## src/pkg/cbcs_pkg.sv

```systemverilog
/*
 * cbcs_pkg: constants and types shared by the bus cycle sequencer files.
 * Assumes one CPU cycle per CLK edge and a 16-bit address, 8-bit data bus.
 */
package cbcs_pkg;

	// ==========================================================
	// widths and fixed addresses
	localparam int ADDR_W = 16;
	localparam int DATA_W = 8;
	localparam logic [15:0] VEC_ADDR = 16'hFFFF; // dummy restart vector read address
	localparam logic [15:0] ADDR_INC1 = 16'h0001;
	localparam logic [15:0] ADDR_INC2 = 16'h0002;
	localparam logic [7:0] DIRECT_PAGE = 8'h00; // high byte of a direct address
	localparam logic [7:0] BYTE_ZERO = 8'h00;

	// ==========================================================
	// opcode layout: high nibble is the mode, low nibble the operation (encoding arbitrary)
	localparam logic [3:0] MODE_IMM = 4'h8;
	localparam logic [3:0] MODE_DIR = 4'h9;
	localparam logic [3:0] OPX_EXCLUSIVE_OR = 4'h0;
	localparam logic [3:0] OPX_LOAD_ACC = 4'h1;
	localparam logic [3:0] OPX_BITWISE_OR = 4'h2;
	localparam logic [3:0] OPX_SUB_BORROW = 4'h3;
	localparam logic [3:0] OPX_COMPARE_ACC = 4'h4;
	localparam logic [3:0] OPX_LOAD_SP = 4'h5;
	localparam logic [3:0] OPX_LOAD_IX = 4'h6;
	localparam logic [3:0] OPX_LOAD_D = 4'h7;
	localparam logic [3:0] OPX_COMPARE_IX = 4'h8;
	localparam logic [3:0] OPX_SUB_D = 4'h9;
	localparam logic [3:0] OPX_ADD_D = 4'hA;
	localparam logic [3:0] OPX_STORE_ACC = 4'hB;
	localparam logic [3:0] OPX_STORE_SP = 4'hC;
	localparam logic [3:0] OPX_STORE_IX = 4'hD;
	localparam logic [3:0] OPX_STORE_D = 4'hE;
	localparam logic [3:0] OPX_CALL = 4'hF;

	// ==========================================================
	// instruction classes sharing one bus cycle sequence
	typedef enum logic [3:0] {
		CLS_NONE = 4'b0000,
		CLS_IMM8 = 4'b0001,
		CLS_IMM16_LOAD = 4'b0010,
		CLS_IMM16_ARITH = 4'b0011,
		CLS_DIR8_READ = 4'b0100,
		CLS_DIR8_STORE = 4'b0101,
		CLS_DIR16_LOAD = 4'b0110,
		CLS_DIR16_STORE = 4'b0111,
		CLS_DIR16_ARITH = 4'b1000,
		CLS_CALL = 4'b1001
	} cbcs_cls_type;

	typedef enum logic [1:0] {
		RS_SP = 2'b00,
		RS_IX = 2'b01,
		RS_D = 2'b10,
		RS_A = 2'b11
	} cbcs_rsel_type;

	typedef enum logic [2:0] {
		ST_IDLE = 3'b000,
		ST_C1 = 3'b001,
		ST_C2 = 3'b010,
		ST_C3 = 3'b011,
		ST_C4 = 3'b100,
		ST_C5 = 3'b101
	} cbcs_step_type;

	typedef enum logic [2:0] {
		AS_OPA = 3'b000,
		AS_OP1 = 3'b001,
		AS_OP2 = 3'b010,
		AS_EA = 3'b011,
		AS_EA1 = 3'b100,
		AS_VEC = 3'b101,
		AS_SP = 3'b110,
		AS_SP1 = 3'b111
	} cbcs_asel_type;

	typedef enum logic [2:0] {
		DS_NONE = 3'b000,
		DS_ACCA = 3'b001,
		DS_REGHI = 3'b010,
		DS_REGLO = 3'b011,
		DS_RETLO = 3'b100,
		DS_RETHI = 3'b101
	} cbcs_dsel_type;

	typedef enum logic [2:0] {
		CAP_NONE = 3'b000,
		CAP_OPC = 3'b001,
		CAP_EA = 3'b010,
		CAP_HI = 3'b011,
		CAP_LO = 3'b100,
		CAP_LO8 = 3'b101
	} cbcs_cap_type;

	// one bus cycle of a sequence
	typedef struct packed {
		cbcs_asel_type asel;
		logic rw;
		cbcs_dsel_type dsel;
		cbcs_cap_type cap;
		logic last;
	} cbcs_plan_type;

endpackage
```

## src/core/cbcs_addr_gen.sv

```systemverilog
/*
 * cbcs_addr_gen: forms the bus address of a cycle from its address select.
 * Assumes base addresses are stable in the cycle they are used; sums wrap.
 */
`timescale 1ns/1ps
module cbcs_addr_gen (
	// address sources
	input wire cbcs_pkg::cbcs_asel_type asel,
	input wire logic [15:0] opaddr,
	input wire logic [15:0] eaddr,
	input wire logic [15:0] spv,
	// formed address
	output logic [15:0] addr
);

	// ==========================================================
	// address mux with wrapping increments
	always_comb begin
		case (asel)
			cbcs_pkg::AS_OPA: addr = opaddr;
			cbcs_pkg::AS_OP1: addr = 16'(opaddr + cbcs_pkg::ADDR_INC1);
			cbcs_pkg::AS_OP2: addr = 16'(opaddr + cbcs_pkg::ADDR_INC2);
			cbcs_pkg::AS_EA: addr = eaddr;
			cbcs_pkg::AS_EA1: addr = 16'(eaddr + cbcs_pkg::ADDR_INC1);
			cbcs_pkg::AS_SP: addr = spv;
			cbcs_pkg::AS_SP1: addr = 16'(spv + cbcs_pkg::ADDR_INC1);
			default: addr = cbcs_pkg::VEC_ADDR;
		endcase
	end

endmodule

```

## src/core/cbcs_decode.sv

```systemverilog
/*
 * cbcs_decode: maps a fetched opcode to its sequence class and register.
 * Assumes the opcode layout held in cbcs_pkg; unknown codes give CLS_NONE.
 */
`timescale 1ns/1ps
module cbcs_decode (
	// opcode in
	input wire logic [7:0] opcode,
	// decoded class
	output cbcs_pkg::cbcs_cls_type cls,
	output cbcs_pkg::cbcs_rsel_type rsel
);

	// ==========================================================
	// class and register decode
	always_comb begin
		cls = cbcs_pkg::CLS_NONE;
		rsel = cbcs_pkg::RS_A;
		case (opcode[3:0])
			cbcs_pkg::OPX_LOAD_SP, cbcs_pkg::OPX_STORE_SP: rsel = cbcs_pkg::RS_SP;
			cbcs_pkg::OPX_LOAD_IX, cbcs_pkg::OPX_STORE_IX: rsel = cbcs_pkg::RS_IX;
			cbcs_pkg::OPX_LOAD_D, cbcs_pkg::OPX_STORE_D: rsel = cbcs_pkg::RS_D;
			default: rsel = cbcs_pkg::RS_A;
		endcase
		if (opcode[7:4] == cbcs_pkg::MODE_IMM) begin
			if (opcode[3:0] <= cbcs_pkg::OPX_COMPARE_ACC) begin
				cls = cbcs_pkg::CLS_IMM8;
			end else if (opcode[3:0] <= cbcs_pkg::OPX_LOAD_D) begin
				cls = cbcs_pkg::CLS_IMM16_LOAD;
			end else if (opcode[3:0] <= cbcs_pkg::OPX_ADD_D) begin
				cls = cbcs_pkg::CLS_IMM16_ARITH;
			end
		end else if (opcode[7:4] == cbcs_pkg::MODE_DIR) begin
			if (opcode[3:0] <= cbcs_pkg::OPX_COMPARE_ACC) begin
				cls = cbcs_pkg::CLS_DIR8_READ;
			end else if (opcode[3:0] <= cbcs_pkg::OPX_LOAD_D) begin
				cls = cbcs_pkg::CLS_DIR16_LOAD;
			end else if (opcode[3:0] <= cbcs_pkg::OPX_ADD_D) begin
				cls = cbcs_pkg::CLS_DIR16_ARITH;
			end else if (opcode[3:0] == cbcs_pkg::OPX_STORE_ACC) begin
				cls = cbcs_pkg::CLS_DIR8_STORE;
			end else if (opcode[3:0] == cbcs_pkg::OPX_CALL) begin
				cls = cbcs_pkg::CLS_CALL;
			end else begin
				cls = cbcs_pkg::CLS_DIR16_STORE;
			end
		end
	end

endmodule

```

## src/core/cbcs_sequencer.sv

```systemverilog
/*
 * cbcs_sequencer: bus cycle sequencer for immediate and direct instructions.
 * Assumes memory answers DATA_IN in the same CLK cycle as ADDR (synchronous bus),
 * and the register value inputs are stable from START until DONE.
 */
`timescale 1ns/1ps

// Notes on behaviour
// RULE1 - every cycle drives defined address, direction, data
// RULE2 - one sequence per mode and cycle count
// RULE3 - immediate 16-bit loads: opcode, high, low
// RULE4 - immediate 16-bit arithmetic adds dummy FFFF read
// RULE5 - direct 16-bit arithmetic: five reads, dummy last
// RULE6 - direct 16-bit loads: four reads, high then low
// RULE7 - direct 16-bit store writes high byte third
// RULE8 - direct 16-bit store writes low byte fourth
// RULE9 - call: address byte read, then irrelevant read at the subroutine address
// RULE10 - call cycle four writes return low byte
// RULE11 - call cycle five writes return high byte
// RULE12 - immediate 8-bit: opcode then operand read
// RULE13 - direct 8-bit: operand read or accumulator write
module cbcs_sequencer (
	// clock and reset
	input wire logic CLK,
	input wire logic SYS_RST,
	// instruction start
	input wire logic START,
	input wire logic [15:0] OP_ADDR,
	// cpu register values
	input wire logic [7:0] ACCA_VAL,
	input wire logic [15:0] ACCD_VAL,
	input wire logic [15:0] IX_VAL,
	input wire logic [15:0] SP_VAL,
	// system bus
	output logic [15:0] ADDR,
	output logic RW,
	input wire logic [7:0] DATA_IN,
	output logic [7:0] DATA_OUT,
	output logic DATA_OE_N,
	// status
	output logic BUSY,
	output logic DONE,
	output logic ILLEGAL,
	output logic [7:0] OPCODE,
	output logic [15:0] RESULT
);

	typedef struct packed {
		cbcs_pkg::cbcs_step_type step;
		cbcs_pkg::cbcs_cls_type cls;
		cbcs_pkg::cbcs_rsel_type rsel;
		logic [15:0] opaddr;
		logic [15:0] eaddr;
		logic [15:0] spv;
		logic [15:0] sval;
		logic [15:0] result;
		logic [7:0] opcode;
		logic [15:0] addr;
		logic rw;
		logic [7:0] dout;
		logic oe_n;
		logic done;
		logic illegal;
	} cbcs_state_type;

	cbcs_state_type state_reg;
	cbcs_state_type state_next;
	cbcs_pkg::cbcs_cls_type dec_cls;
	cbcs_pkg::cbcs_rsel_type dec_rsel;
	cbcs_pkg::cbcs_plan_type cur_plan;
	cbcs_pkg::cbcs_plan_type nxt_plan;
	cbcs_pkg::cbcs_cls_type cur_cls;
	logic [15:0] nxt_addr;

	// ==========================================================
	// sequence table: bus cycle for a class and step
	function automatic cbcs_pkg::cbcs_plan_type plan_of(input cbcs_pkg::cbcs_cls_type cls,
			input cbcs_pkg::cbcs_step_type step);
		cbcs_pkg::cbcs_plan_type p;
		p = '{cbcs_pkg::AS_VEC, 1'b1, cbcs_pkg::DS_NONE, cbcs_pkg::CAP_NONE, 1'b1};
		case (step)
			cbcs_pkg::ST_C1: begin
				p = '{cbcs_pkg::AS_OPA, 1'b1, cbcs_pkg::DS_NONE, cbcs_pkg::CAP_OPC,
					cls == cbcs_pkg::CLS_NONE};
			end
			cbcs_pkg::ST_C2: begin
				case (cls)
					cbcs_pkg::CLS_IMM8: p.cap = cbcs_pkg::CAP_LO8; // see RULE12
					cbcs_pkg::CLS_IMM16_LOAD, cbcs_pkg::CLS_IMM16_ARITH: p.cap = cbcs_pkg::CAP_HI;
					default: p.cap = cbcs_pkg::CAP_EA; // see RULE9
				endcase
				p.asel = cbcs_pkg::AS_OP1;
				p.last = (cls == cbcs_pkg::CLS_IMM8);
			end
			cbcs_pkg::ST_C3: begin
				case (cls)
					cbcs_pkg::CLS_IMM16_LOAD: begin // see RULE3
						p = '{cbcs_pkg::AS_OP2, 1'b1, cbcs_pkg::DS_NONE, cbcs_pkg::CAP_LO, 1'b1};
					end
					cbcs_pkg::CLS_IMM16_ARITH: begin // see RULE4
						p = '{cbcs_pkg::AS_OP2, 1'b1, cbcs_pkg::DS_NONE, cbcs_pkg::CAP_LO, 1'b0};
					end
					cbcs_pkg::CLS_DIR8_READ: begin // see RULE13
						p = '{cbcs_pkg::AS_EA, 1'b1, cbcs_pkg::DS_NONE, cbcs_pkg::CAP_LO8, 1'b1};
					end
					cbcs_pkg::CLS_DIR8_STORE: begin // see RULE13
						p = '{cbcs_pkg::AS_EA, 1'b0, cbcs_pkg::DS_ACCA, cbcs_pkg::CAP_NONE, 1'b1};
					end
					cbcs_pkg::CLS_DIR16_STORE: begin // see RULE7
						p = '{cbcs_pkg::AS_EA, 1'b0, cbcs_pkg::DS_REGHI, cbcs_pkg::CAP_NONE, 1'b0};
					end
					cbcs_pkg::CLS_CALL: begin // see RULE9
						p = '{cbcs_pkg::AS_EA, 1'b1, cbcs_pkg::DS_NONE, cbcs_pkg::CAP_NONE, 1'b0};
					end
					default: begin // see RULE5, RULE6
						p = '{cbcs_pkg::AS_EA, 1'b1, cbcs_pkg::DS_NONE, cbcs_pkg::CAP_HI, 1'b0};
					end
				endcase
			end
			cbcs_pkg::ST_C4: begin
				case (cls)
					cbcs_pkg::CLS_DIR16_LOAD: begin // see RULE6
						p = '{cbcs_pkg::AS_EA1, 1'b1, cbcs_pkg::DS_NONE, cbcs_pkg::CAP_LO, 1'b1};
					end
					cbcs_pkg::CLS_DIR16_STORE: begin // see RULE8
						p = '{cbcs_pkg::AS_EA1, 1'b0, cbcs_pkg::DS_REGLO, cbcs_pkg::CAP_NONE, 1'b1};
					end
					cbcs_pkg::CLS_DIR16_ARITH: begin // see RULE5
						p = '{cbcs_pkg::AS_EA1, 1'b1, cbcs_pkg::DS_NONE, cbcs_pkg::CAP_LO, 1'b0};
					end
					cbcs_pkg::CLS_CALL: begin // see RULE10
						p = '{cbcs_pkg::AS_SP, 1'b0, cbcs_pkg::DS_RETLO, cbcs_pkg::CAP_NONE, 1'b0};
					end
					default: p.last = 1'b1; // see RULE4
				endcase
			end
			cbcs_pkg::ST_C5: begin
				if (cls == cbcs_pkg::CLS_CALL) begin // see RULE11
					p = '{cbcs_pkg::AS_SP1, 1'b0, cbcs_pkg::DS_RETHI, cbcs_pkg::CAP_NONE, 1'b1};
				end
			end
			default: p.last = 1'b1;
		endcase
		return p;
	endfunction

	// ==========================================================
	// submodules
	cbcs_decode u_decode (
		.opcode(DATA_IN),
		.cls(dec_cls),
		.rsel(dec_rsel)
	);

	cbcs_addr_gen u_addr_gen (
		.asel(nxt_plan.asel),
		.opaddr(state_next.opaddr),
		.eaddr(state_next.eaddr),
		.spv(state_next.spv),
		.addr(nxt_addr)
	);

	// ==========================================================
	// step transition, captures and next bus cycle
	always_comb begin
		state_next = state_reg;
		state_next.done = 1'b0;
		state_next.illegal = 1'b0;
		cur_cls = (state_reg.step == cbcs_pkg::ST_C1) ? dec_cls : state_reg.cls;
		cur_plan = plan_of(cur_cls, state_reg.step);
		if (state_reg.step == cbcs_pkg::ST_IDLE) begin
			if (START) begin
				state_next.step = cbcs_pkg::ST_C1;
				state_next.opaddr = OP_ADDR;
			end
		end else begin
			// capture what the finished read cycle returned
			case (cur_plan.cap)
				cbcs_pkg::CAP_OPC: begin
					state_next.opcode = DATA_IN;
					state_next.cls = dec_cls;
					state_next.rsel = dec_rsel;
					state_next.illegal = (dec_cls == cbcs_pkg::CLS_NONE);
				end
				cbcs_pkg::CAP_EA: state_next.eaddr = {cbcs_pkg::DIRECT_PAGE, DATA_IN};
				cbcs_pkg::CAP_HI: state_next.result[15:8] = DATA_IN;
				cbcs_pkg::CAP_LO: state_next.result[7:0] = DATA_IN;
				cbcs_pkg::CAP_LO8: state_next.result = {cbcs_pkg::BYTE_ZERO, DATA_IN};
				default: state_next.result = state_reg.result;
			endcase
			// latch store data and stack pointer once per instruction
			if (state_reg.step == cbcs_pkg::ST_C2) begin
				state_next.spv = SP_VAL;
				case (state_reg.rsel)
					cbcs_pkg::RS_SP: state_next.sval = SP_VAL;
					cbcs_pkg::RS_IX: state_next.sval = IX_VAL;
					cbcs_pkg::RS_D: state_next.sval = ACCD_VAL;
					default: state_next.sval = {cbcs_pkg::BYTE_ZERO, ACCA_VAL};
				endcase
			end
			if (cur_plan.last) begin
				state_next.step = cbcs_pkg::ST_IDLE;
				state_next.done = 1'b1;
			end else begin
				state_next.step = cbcs_pkg::cbcs_step_type'(state_reg.step + 3'b001);
			end
		end
		// drive the bus for the step being entered, see RULE1, RULE2
		nxt_plan = plan_of(state_next.cls, state_next.step);
		state_next.addr = nxt_addr;
		state_next.rw = nxt_plan.rw;
		state_next.oe_n = nxt_plan.rw;
		case (nxt_plan.dsel)
			cbcs_pkg::DS_ACCA: state_next.dout = state_next.sval[7:0];
			cbcs_pkg::DS_REGHI: state_next.dout = state_next.sval[15:8];
			cbcs_pkg::DS_REGLO: state_next.dout = state_next.sval[7:0];
			cbcs_pkg::DS_RETLO: state_next.dout = 8'(state_next.opaddr + cbcs_pkg::ADDR_INC2);
			cbcs_pkg::DS_RETHI: begin
				state_next.dout = 8'((state_next.opaddr + cbcs_pkg::ADDR_INC2) >> 8);
			end
			default: state_next.dout = cbcs_pkg::BYTE_ZERO;
		endcase
	end

	// ==========================================================
	// state register
	always_ff @(posedge CLK) begin
		if (SYS_RST) begin
			state_reg <= '{cbcs_pkg::ST_IDLE, cbcs_pkg::CLS_NONE, cbcs_pkg::RS_A, 16'h0000,
				16'h0000, 16'h0000, 16'h0000, 16'h0000, 8'h00, cbcs_pkg::VEC_ADDR, 1'b1,
				8'h00, 1'b1, 1'b0, 1'b0};
		end else begin
			state_reg <= state_next;
		end
	end

	// outputs straight from the state register
	assign ADDR = state_reg.addr;
	assign RW = state_reg.rw;
	assign DATA_OUT = state_reg.dout;
	assign DATA_OE_N = state_reg.oe_n;
	assign BUSY = (state_reg.step != cbcs_pkg::ST_IDLE);
	assign DONE = state_reg.done;
	assign ILLEGAL = state_reg.illegal;
	assign OPCODE = state_reg.opcode;
	assign RESULT = state_reg.result;

	wire logic [15:0] op1_w = 16'(state_reg.opaddr + cbcs_pkg::ADDR_INC1);
	wire logic [15:0] op2_w = 16'(state_reg.opaddr + cbcs_pkg::ADDR_INC2);
	wire logic [15:0] ea1_w = 16'(state_reg.eaddr + cbcs_pkg::ADDR_INC1);
	wire logic [15:0] sp1_w = 16'(SP_VAL + cbcs_pkg::ADDR_INC1);
	// store source picked from the opcode, independent of the latched copy
	wire logic [15:0] st_w = (OPCODE[3:0] == cbcs_pkg::OPX_STORE_SP) ? SP_VAL
		: (OPCODE[3:0] == cbcs_pkg::OPX_STORE_IX) ? IX_VAL : ACCD_VAL;
	wire logic is_c2 = (state_reg.step == cbcs_pkg::ST_C2);
	wire logic is_c3 = (state_reg.step == cbcs_pkg::ST_C3);
endmodule

```

## config.mk

```make
export PLATFORM = sky130hd
export DESIGN_NAME = cbcs_sequencer
export DESIGN_NICKNAME = d
export VERILOG_FILES = /design/src/pkg/cbcs_pkg.sv /design/src/core/cbcs_addr_gen.sv /design/src/core/cbcs_decode.sv /design/src/core/cbcs_sequencer.sv
export SDC_FILE = /design/constraint.sdc
export NUM_CORES = 1
export LEC_CHECK = 0
export BUFFER_PORTS_ARGS = -buffer_cell sky130_fd_sc_hd__buf_2
export CORE_MARGIN = 2
export CORE_UTILIZATION = 40
export CTS_BUF_LIST = sky130_fd_sc_hd__clkbuf_2 sky130_fd_sc_hd__clkbuf_4 sky130_fd_sc_hd__clkbuf_8
export CTS_CLUSTER_DIAMETER = 60
export DETAILED_ROUTE_END_ITERATION = 10
export PLACE_DENSITY = 0.68
export SYNTH_ARGS = -nofsm -noshare
export SYNTH_HDL_FRONTEND = slang
export SYNTH_SLANG_ARGS = --single-unit
```

## constraint.sdc

```tcl
create_clock -name CLK -period 5.26 [get_ports CLK]
set_input_delay 0.526 -clock CLK [delete_from_list [all_inputs] [get_ports CLK]]
set_output_delay 0.526 -clock CLK [all_outputs]
set_load 0.01 [all_outputs]
```

-- Word level (Yosys, flattened, before mapping)
Cells that the tools add are included.
- flip-flop bits (word level): 124
- output and inout bits: 53
- word-level logic and storage cells: 141
- multiplexer cells: 40
- order comparisons: 3
- bitwise gates (word level): 2
- $add $sub $neg: 5
- eq/ne operators: 55
- reduce and logical (&&, ||, !) cells: 21
- operators by type and width (operator ; number):
    $pmux 16 s7 ; 1
    $mux 72 ; 1
    $pmux 9 s6 ; 1
    $add 16x1->16 const B ; 3
    $mux 16 ; 3
    $pmux 16 s3 ; 1
    $eq 4x3->1 const B ; 11
    $eq 4x4->1 const B ; 11
    $mux 4 ; 10
    $eq 3x3->1 const B ; 11
    $mux 32 ; 1
    $pmux 8 s4 ; 1
    $eq 3x2->1 const B ; 10
    $pmux 3 s5 ; 2
    $pmux 9 s3 ; 1
    $pmux 4 s6 ; 1
    $reduce_or 2->1 ; 10
    $add 16x2->16 const B ; 1
    $eq 4x2->1 const B ; 4
    $mux 8 ; 2
    $pmux 8 s2 ; 1
    $eq 3x1->1 const B ; 5
    $mux 6 ; 2
    $pmux 4 s3 ; 1
    other kinds (22) ; 31

-- Longest topological paths before layout
Gate-level depths: netlist (run 1).
- depth after elaboration: 23
- depth in mapped cells: 19
- gate-level depth less buffers: 16

-- Hierarchy
Synthesis (run 1) repeated with hierarchy kept, for this count alone.
- cells, all modules: 1048
- area total of the unflattened synthesis: 8635.8 um^2
- modules (own cells, without submodules) (module ; seq. area each (um^2) ; area an instance (um^2) ; times used ; cells an instance):
    cbcs_sequencer ; 2482.4 ; 6413.7 ; 1 ; 709
    cbcs_addr_gen ; 0.0 ; 2083.2 ; 1 ; 315
    cbcs_decode ; 0.0 ; 138.9 ; 1 ; 24

-- Least setup slack after synthesis (run 1)
OpenSTA, ideal clock, no wires.
- path type: register to register
- from: reg state_reg[122] (netlist name)
- to: reg state_reg, in the netlist ADDR[12]
- data arrival time: 4495 ps
- library setup time: 87 ps
- buffers on the path: 2
- stages on the path, launching flop included: 17
- required time: 5173 ps
- slack: 678 ps
- cell sequence: dfxtp_1 -> ha_1 -> and2b_4 -> nor2_2 -> a32o_1 -> or4b_1 -> a211o_1 -> buf_6 -> nor2_2 -> o21a_1 -> clkbuf_1 -> mux2_2 -> o221ai_1 -> nand4_1 -> or4_4 -> o41a_1 -> o31ai_1
- word-level cells in the longest chain between the ends: 15
- elaborated cells between the ends (all ways): 68
- RTL lines (element ; line ; text):
    from (decl) ; cbcs_sequencer.sv:66 ; cbcs_state_type state_reg;
    from (signal assigned) ; cbcs_sequencer.sv:229 ; state_reg <= '{cbcs_pkg::ST_IDLE, cbcs_pkg::CLS_NONE, cbcs_pkg::RS_A, 16'h0000,
    from (signal assigned) ; cbcs_sequencer.sv:233 ; state_reg <= state_next;
    $eq 3x1->1 ; cbcs_sequencer.sv:81, cbcs_sequencer.sv:169 ;
    $mux 4 ; cbcs_sequencer.sv:169 ; cur_cls = (state_reg.step == cbcs_pkg::ST_C1) ? dec_cls : state_reg.cls;
    $eq 4x4->1 (tied with other cells) ; cbcs_sequencer.sv:121 ; case (cls)
    $reduce_or 2->1, on equally long branches ; -- ;
    $pmux 3 s3 or $pmux 3 s2 (tied branches) ; cbcs_sequencer.sv:121, cbcs_sequencer.sv:87 ;
    $pmux 3 s5 ; cbcs_sequencer.sv:81 ; case (step)
    $eq 3x1->1 ; cbcs_sequencer.sv:178 ; case (cur_plan.cap)
    $mux 6 ; cbcs_sequencer.sv:178 ;
    $mux 6 ; cbcs_sequencer.sv:171 ; if (state_reg.step == cbcs_pkg::ST_IDLE) begin
    $eq 4x4->1 or $eq 4x3->1 (tied branches) ; cbcs_sequencer.sv:121 ;
    $reduce_or 2->1 (no source line) ; -- ;
    $pmux 9 s3 ; cbcs_sequencer.sv:121 ;
    $pmux 3 s5 ; cbcs_sequencer.sv:81 ;
    $eq 3x3->1 (tied with other cells) ; cbcs_addr_gen.sv:19 ; case (asel)
    $pmux 16 s7 * ; cbcs_addr_gen.sv:19 ;
Every way passes the cells marked *; elsewhere a longest branch is shown, timed or not.
A chain may end at the register's enable or synchronous reset.

-- Worst setup path after layout (run 1)
Ends and elaborated chain as after synthesis.

==> impl_metrics.py, run 1 <==
metrics = {
    "critical_path": {
        "cp.depth": 14,
        "critical_path.startpoint_type": "flop",
        "critical_path_arrival_ps": 5420,
        "critical-path-max-stage-delay_ps": 580,
        "timing.critical_path.required_ps": 5630,
        "criticalPathCategory": "reg -> reg",
        "critPathTopFamily": "compound AO/OA/AOI/OAI gates",
        "kind_of_capture_point_of_the_worst_setup_path": "flop",
        "timing.critical_path.buf_inv": 1,
        "worst_path_max_delay_cell": "or4_4",
        "worstPathMaxFanout": 10,
        "ff2ff_path_depth": 14,
        "cp_cell_sequence": "ha_1 -> and2b_4 -> nor2_2 -> a32o_1 -> or4b_1 -> a211o_1 -> o21ai_2 -> a311oi_4 -> buf_4 -> or2_0 -> a311o_1 -> or4_4 -> o41a_1 -> o31ai_1",
    },
    "final_layout": {
        "layout.area.seq_um2": 2482,
        "stdcell_count": 1220,
        "share_of_layout_cells_above_drive_strength_1": 0.2759,
        "filler_cell_count": 1804,
        "final_nets": 1063,
        "antenna_cells": 0,
        "largest_reg_flops": 73,
        "multiInputGateArea_um2": 4349,
        "area_growth_syn_to_layout_pct": 13.66,
    },
    "place": {
        "gp_congestion": 0.9211,
        "detailed_place_hpwl_um": 17470,
        "place.detailed.instances": 1187,
        "place_worst_setup_slack_ps": 177.9,
        "numPortBuffers": 135,
    },
    "die": {
        "rows": 50,
        "starting_density": 0.4061,
        "die-height_um": 141.4,
        "core_region_area_um2": 18580,
        "io_pins": 136,
        "floorplan.die_area_um2": 19980,
        "fp.dieW_um": 141.4,
    },
    "timing": {
        "final_hold_viol_count": 0,
        "finClkSkew_ps": 9.765,
        "fmax_mhz": 198.1,
        "max-slew-margin-rel": 0.1480,
        "grt_setup_unrepaired": "true",
        "timing.final.crit_period_ps": 5048,
        "fin_ws_ps": 211.7,
        "transition_time_at_the_pin_with_the_least_slew_margin_ps": 1268,
        "report.final.setup_viol": 0,
        "portion_of_the_clock_cycle_consumed_by_the_worst_path_in_the_final_layout": 0.9598,
        "maxSlewViolCount": 0,
    },
    "yosys": {
        "synth-edff-count": 0,
        "ys_dominant_reg_cell": "dfxtp_1",
        "synth_area_leader_cell": "dfxtp_1",
        "synthTopCellsByArea": "dfxtp_1, mux2i_1, nor2_1",
        "synth_cell_types": 93,
        "mappedNetlistNets": 967,
        "synth_area_per_cell_um2": 8.604,
        "asyncSetResetFlopFracSynth": 0,
        "syn_area_um2": 7546,
        "ys_seq_elements": 124,
        "netlist.area_leader.share": 0.3290,
        "synth_top_cells_by_count": "nor2_1, dfxtp_1, mux2i_1, buf_4, nand2_1",
        "yosysSeqAreaShare": 0.3290,
        "synthesis.instances": 877,
        "yosys_warnings": 0,
        "most_used_standard_cell_by_instance_count_after_synthesis": "nor2_1",
    },
    "global_route": {
        "gr_usage_total": 0.2295,
        "grt_overflow_total": 0,
        "number_of_global_route_vias_before_repair": 6501,
        "initial_antenna_violation_count": 0,
        "grt_max_degree": 49,
        "first_pass_grt_wire_length_um": 35950,
    },
    "run": {
        "maximum_capacitance_violations": 0,
    },
    "routing": {
        "wirelength_um": 23080,
        "viasPerCell": 5.751,
        "routed_wire_length_per_instance_um": 18.91,
        "detail-route-antenna-nets": 0,
        "route.vias.total": 7016,
        "drc": 0,
        "drt-initial-drc-count": 814,
        "first_pass_iters": 5,
    },
    "worst_hold_path": {
        "min_path_cells": 3,
        "min-delay-path-class": "in -> reg",
    },
    "cts": {
        "tritoncts": "built",
        "cts_htree_levels": 4,
        "worst_skew_pair.late_latency_ps": 460,
        "cts-hold-fix-buffers": 0,
        "cts.reportedPaths.clkPinSlew_ps": 80,
        "cts_sinks": 124,
        "cts-root-buf": "clkbuf_8",
        "clockBufferDepth": 2,
        "cts-buffers-inserted": 17,
    },
    "run_status": {
        "run_status": "finished clean",
    },
    "pwr": {
        "power_per_cell_area_nw_per_um2": 254.6,
        "p_leak_nw": 3.431,
        "vdd_ir_drop_max_mv": 0.1616,
    },
}
-- logic make-up after synthesis --
family / count (synthesis) / synth area share
adders and majority gates: 7 / 0.01161
xor gates and xnor gates: 21 / 0.02437
buffers and inverters: 123 / 0.09866
DFF: 124 / 0.3290
and+or+nand+nor: 316 / 0.2038
AOI/OAI and AO/OA: 190 / 0.1899
muxes: 96 / 0.1428
-- path summary, 6_finish.rpt --
check        slack (ps)                        to                       from
max                 210       ADDR[12]$_SDFF_PP1_  state_reg[122]$_SDFF_PP0_
min                 380  state_reg[83]$_SDFF_PP0_                 SP_VAL[15]
max reg2reg         210       ADDR[12]$_SDFF_PP1_  state_reg[122]$_SDFF_PP0_
min reg2reg         500  state_reg[96]$_SDFF_PP0_   state_reg[96]$_SDFF_PP0_
-- where the power goes --
group	internal, mW	switching, mW	total [mW]	leakage (nW)
sequential	0.968	0.00962	0.978	1.01
combinational	0.155	0.237	0.392	2.24
clock	0.387	0.427	0.814	0.182
-- per-layer routing --
layer / global-route usage / part of all wire / wire length [µm]
met5: 0 / 0 / 0
met4: 0.07684 / 0.020 / 450
met3: 0.06176 / 0.093 / 2152
met2: 0.3242 / 0.41 / 9455
met1: 0.3361 / 0.48 / 11020
-- stage by stage --
stage               TNS [ps]  cell area, µm²  power [mW]  hold WS, ps    util
detailed placement         0            8168       1.377        476.8  0.4396
CTS                        0            8547       2.191        367.5  0.4600
global route          -26.29            8577       2.274        398.7  0.4616
finish                     0            8577       2.184        382.1  0.4616
global placement           0            8168       1.376        470.4  0.4396
floorplan                  0            7546       1.261        452.7       -
-- cell usage in the layout (no fill, tap or decap), drive strengths merged, types with 5 or more instances in the layout --
master and n:
buf 176, nor2 141, dfxtp 124, mux2i 75, nand2 47, o21ai 33, inv 29, o22ai 25
nor3 21, nand3 19, clkbuf 18, a21oi 16, nor2b 15, mux2 13, xnor2 13, nor4 13
o211ai 12, and2 11, a221oi 10, nand2b 10, a22oi 9, o221ai 8, mux4 8, xor2 8
ha 7, a31o 6, a211oi 6, a31oi 6, and3 5, o31ai 5, or3 5, a221o 5
or2 5
-- area by class of cell --
type / count / area share
flip-flops and latches: 124 / 0.2894
multi-input cells: 630 / 0.5071
clock buffers: 18 / 0.02815
inverters: 24 / 0.01050
repair buffers: 176 / 0.1147
well taps: 234 / 0.03414
clock inverters: 14 / 0.01605
-- worst register-to-register path, cell delays in order, from the launching register on --
cell and delay [ps]:
dfxtp_1 470, ha_1 370, and2b_4 250, nor2_2 60, a32o_1 280, or4b_1 530, a211o_1 440, o21ai_2 400
a311oi_4 110, buf_4 200, or2_0 340, a311o_1 440, or4_4 580, o41a_1 320, o31ai_1 180
-- what timing repair did --
| item | in CTS | in global routing |
|---|---|---|
| setup buffers | 0 | 1 |
| endpoints found under the setup margin | 0 | 6 |
| gates resized for setup | 0 | 4 |
No activity file was read; power rests on OpenSTA's default activity.
==> run 2: changes to the inputs <==
--- a/config.mk
+++ b/config.mk
@@ -11,7 +11,7 @@
 export CTS_BUF_LIST = sky130_fd_sc_hd__clkbuf_2 sky130_fd_sc_hd__clkbuf_4 sky130_fd_sc_hd__clkbuf_8
 export CTS_CLUSTER_DIAMETER = 60
 export DETAILED_ROUTE_END_ITERATION = 10
-export PLACE_DENSITY = 0.68
+export PLACE_DENSITY = 0.71
 export SYNTH_ARGS = -nofsm -noshare
 export SYNTH_HDL_FRONTEND = slang
 export SYNTH_SLANG_ARGS = --single-unit
==> run 2 against run 1 <==
Final cell count rose by 0.25%. Cell area rose by 0.60%. Clock power rose by 4.4%. Hold slack improved by 26 ps. Utilization rose by 0.28 points. Critical endpoint unchanged. Largest cell class unchanged. Highest routed layer unchanged.
==> impl_metrics.py, run 2 (synthesized netlist as in run 1, its figures left out) <==
metrics = {
    "final_layout": {
        "leading_cell_types_in_the_layout_fill_and_taps_excluded": "nor2_1, buf_2, dfxtp_1, mux2i_1, nand2_1",
        "antenna_cells": 0,
        "layout.area.seq_um2": 2482,
        "largest_reg_flops": 73,
        "filler_cell_count": 1823,
        "core_utilization_of_the_finished_layout": 0.4644,
        "share_of_layout_cells_above_drive_strength_1": 0.2770,
        "final_nets": 1066,
        "multiInputGateArea_um2": 4360,
        "mostFrequentLayoutCell": "nor2_1",
        "area_growth_syn_to_layout_pct": 14.34,
    },
    "cts": {
        "clockBufferDepth": 2,
        "cts_sinks": 124,
        "cts.reportedPaths.clkPinSlew_ps": 70,
        "cts_setup_buffers": 0,
        "cts-buffers-inserted": 17,
        "cts-root-buf": "clkbuf_8",
        "worst_skew_pair.late_latency_ps": 460,
        "tritoncts": "built",
        "cts_htree_levels": 4,
    },
    "timing": {
        "fmax_mhz": 198.7,
        "finClkSkew_ps": 7.408,
        "timing.final.crit_period_ps": 5034,
        "maxSlewViolCount": 0,
        "fin_ws_ps": 226.2,
        "timing.setup.tns_ps": 0,
        "max-slew-margin-rel": 0.2729,
        "portion_of_the_clock_cycle_consumed_by_the_worst_path_in_the_final_layout": 0.9570,
        "report.final.setup_viol": 0,
        "grt_setup_unrepaired": "false",
        "transition_time_at_the_pin_with_the_least_slew_margin_ps": 1082,
        "final_hold_viol_count": 0,
    },
    "place": {
        "place_worst_setup_slack_ps": 213.7,
        "numPortBuffers": 135,
        "detailed_place_hpwl_um": 17490,
        "gp_congestion": 0.9818,
    },
    "die": {
        "floorplan.die_area_um2": 19980,
        "fp.dieW_um": 141.4,
        "io_pins": 136,
        "die-height_um": 141.4,
        "starting_density": 0.4061,
        "core_region_area_um2": 18580,
        "rows": 50,
    },
    "routing": {
        "top_layer_used": "met4",
        "drc": 0,
        "route.met3.wl_um": 2166,
        "detail-route-antenna-nets": 0,
        "route.vias.total": 6986,
        "first_pass_iters": 5,
        "drt-initial-drc-count": 723,
        "wl_met1_um": 10940,
        "met2_wirelength_um": 9514,
        "routed_wire_length_per_instance_um": 18.79,
        "viasPerCell": 5.712,
        "wirelength_um": 22980,
    },
    "run_status": {
        "run_status": "finished clean",
    },
    "critical_path": {
        "criticalPathCategory": "reg -> reg",
        "critical_path.startpoint_type": "flop",
        "kind_of_capture_point_of_the_worst_setup_path": "flop",
        "timing.critical_path.required_ps": 5630,
        "worstPathMaxFanout": 10,
        "critical_path_arrival_ps": 5410,
    },
    "global_route": {
        "grt_overflow_total": 0,
        "grt_max_degree": 79,
        "number_of_global_route_vias_before_repair": 6563,
        "first_pass_grt_wire_length_um": 35730,
        "initial_antenna_violation_count": 0,
        "gr_usage_total": 0.2281,
    },
    "worst_hold_path": {
        "min-delay-path-class": "in -> reg",
    },
    "pwr": {
        "p_leak_nw": 3.471,
        "vdd_ir_drop_max_mv": 0.1594,
        "power_per_cell_area_nw_per_um2": 257.4,
    },
    "run": {
        "maximum_capacitance_violations": 0,
    },
}
==> run 2: metrics by stage <==
stage	instance area, µm²	cells	hold slack (ps)	total power, mW
floorplan	7546	877	452.7	1.261
global placement	8205	1191	470.1	1.378
detailed placement	8205	1191	473.1	1.379
CTS	8602	1223	396.0	2.228
global route	8628	1223	427.9	2.316
finish	8628	1223	408.3	2.221
==> run 2: timing repair <==
item,CTS,global route
endpoints found under the setup margin,0,2
resized for setup,0,4
hold buffers,0,0
==> run 2: final timing paths <==
path	slack, ps	start	depth (start not counted)	end
max	230	state_reg[122]$_SDFF_PP0_	14	ADDR[12]$_SDFF_PP1_
min	410	SP_VAL[15]	3	state_reg[83]$_SDFF_PP0_
min reg2reg	490	state_reg[99]$_SDFF_PP0_	1	state_reg[99]$_SDFF_PP0_
max reg2reg	230	state_reg[122]$_SDFF_PP0_	14	ADDR[12]$_SDFF_PP1_
==> run 2: routing by layer <==
metal,vias to the layer above,global-route usage
met2,331,0.3324
met4,0,0.06211
met1,3275,0.3324
met5,-,0
li1,3345,-
met3,35,0.05974
==> run 2: report_power, final <==
part	total [mW]	internal, mW	switching [mW]
sequential	0.979	0.968	0.0106
clock	0.850	0.428	0.422
combinational	0.392	0.155	0.237
total	2.22	1.55	0.670
==> run 2: cell type report <==
| class | count | area share |
|---|---|---|
| Clock buffer | 17 | 0.02712 |
| Clock inverter | 15 | 0.01885 |
| Inverter | 24 | 0.01044 |
| Multi-Input combinational cell | 630 | 0.5054 |
| Sequential cell | 124 | 0.2877 |
| Tap cell | 234 | 0.03393 |
| Timing Repair Buffer | 179 | 0.1166 |
==> run 2: worst max-delay path, cell delays in order, from the launching register on <==
cell	delay, ps
dfxtp_1	470
ha_1	380
and2b_4	250
nor2_2	60
a32o_1	280
or4b_1	530
a211o_1	450
or3_1	420
o2111ai_2	100
a21oi_2	110
or2_0	370
a311o_1	450
or4_4	570
o41a_1	320
o31ai_1	180
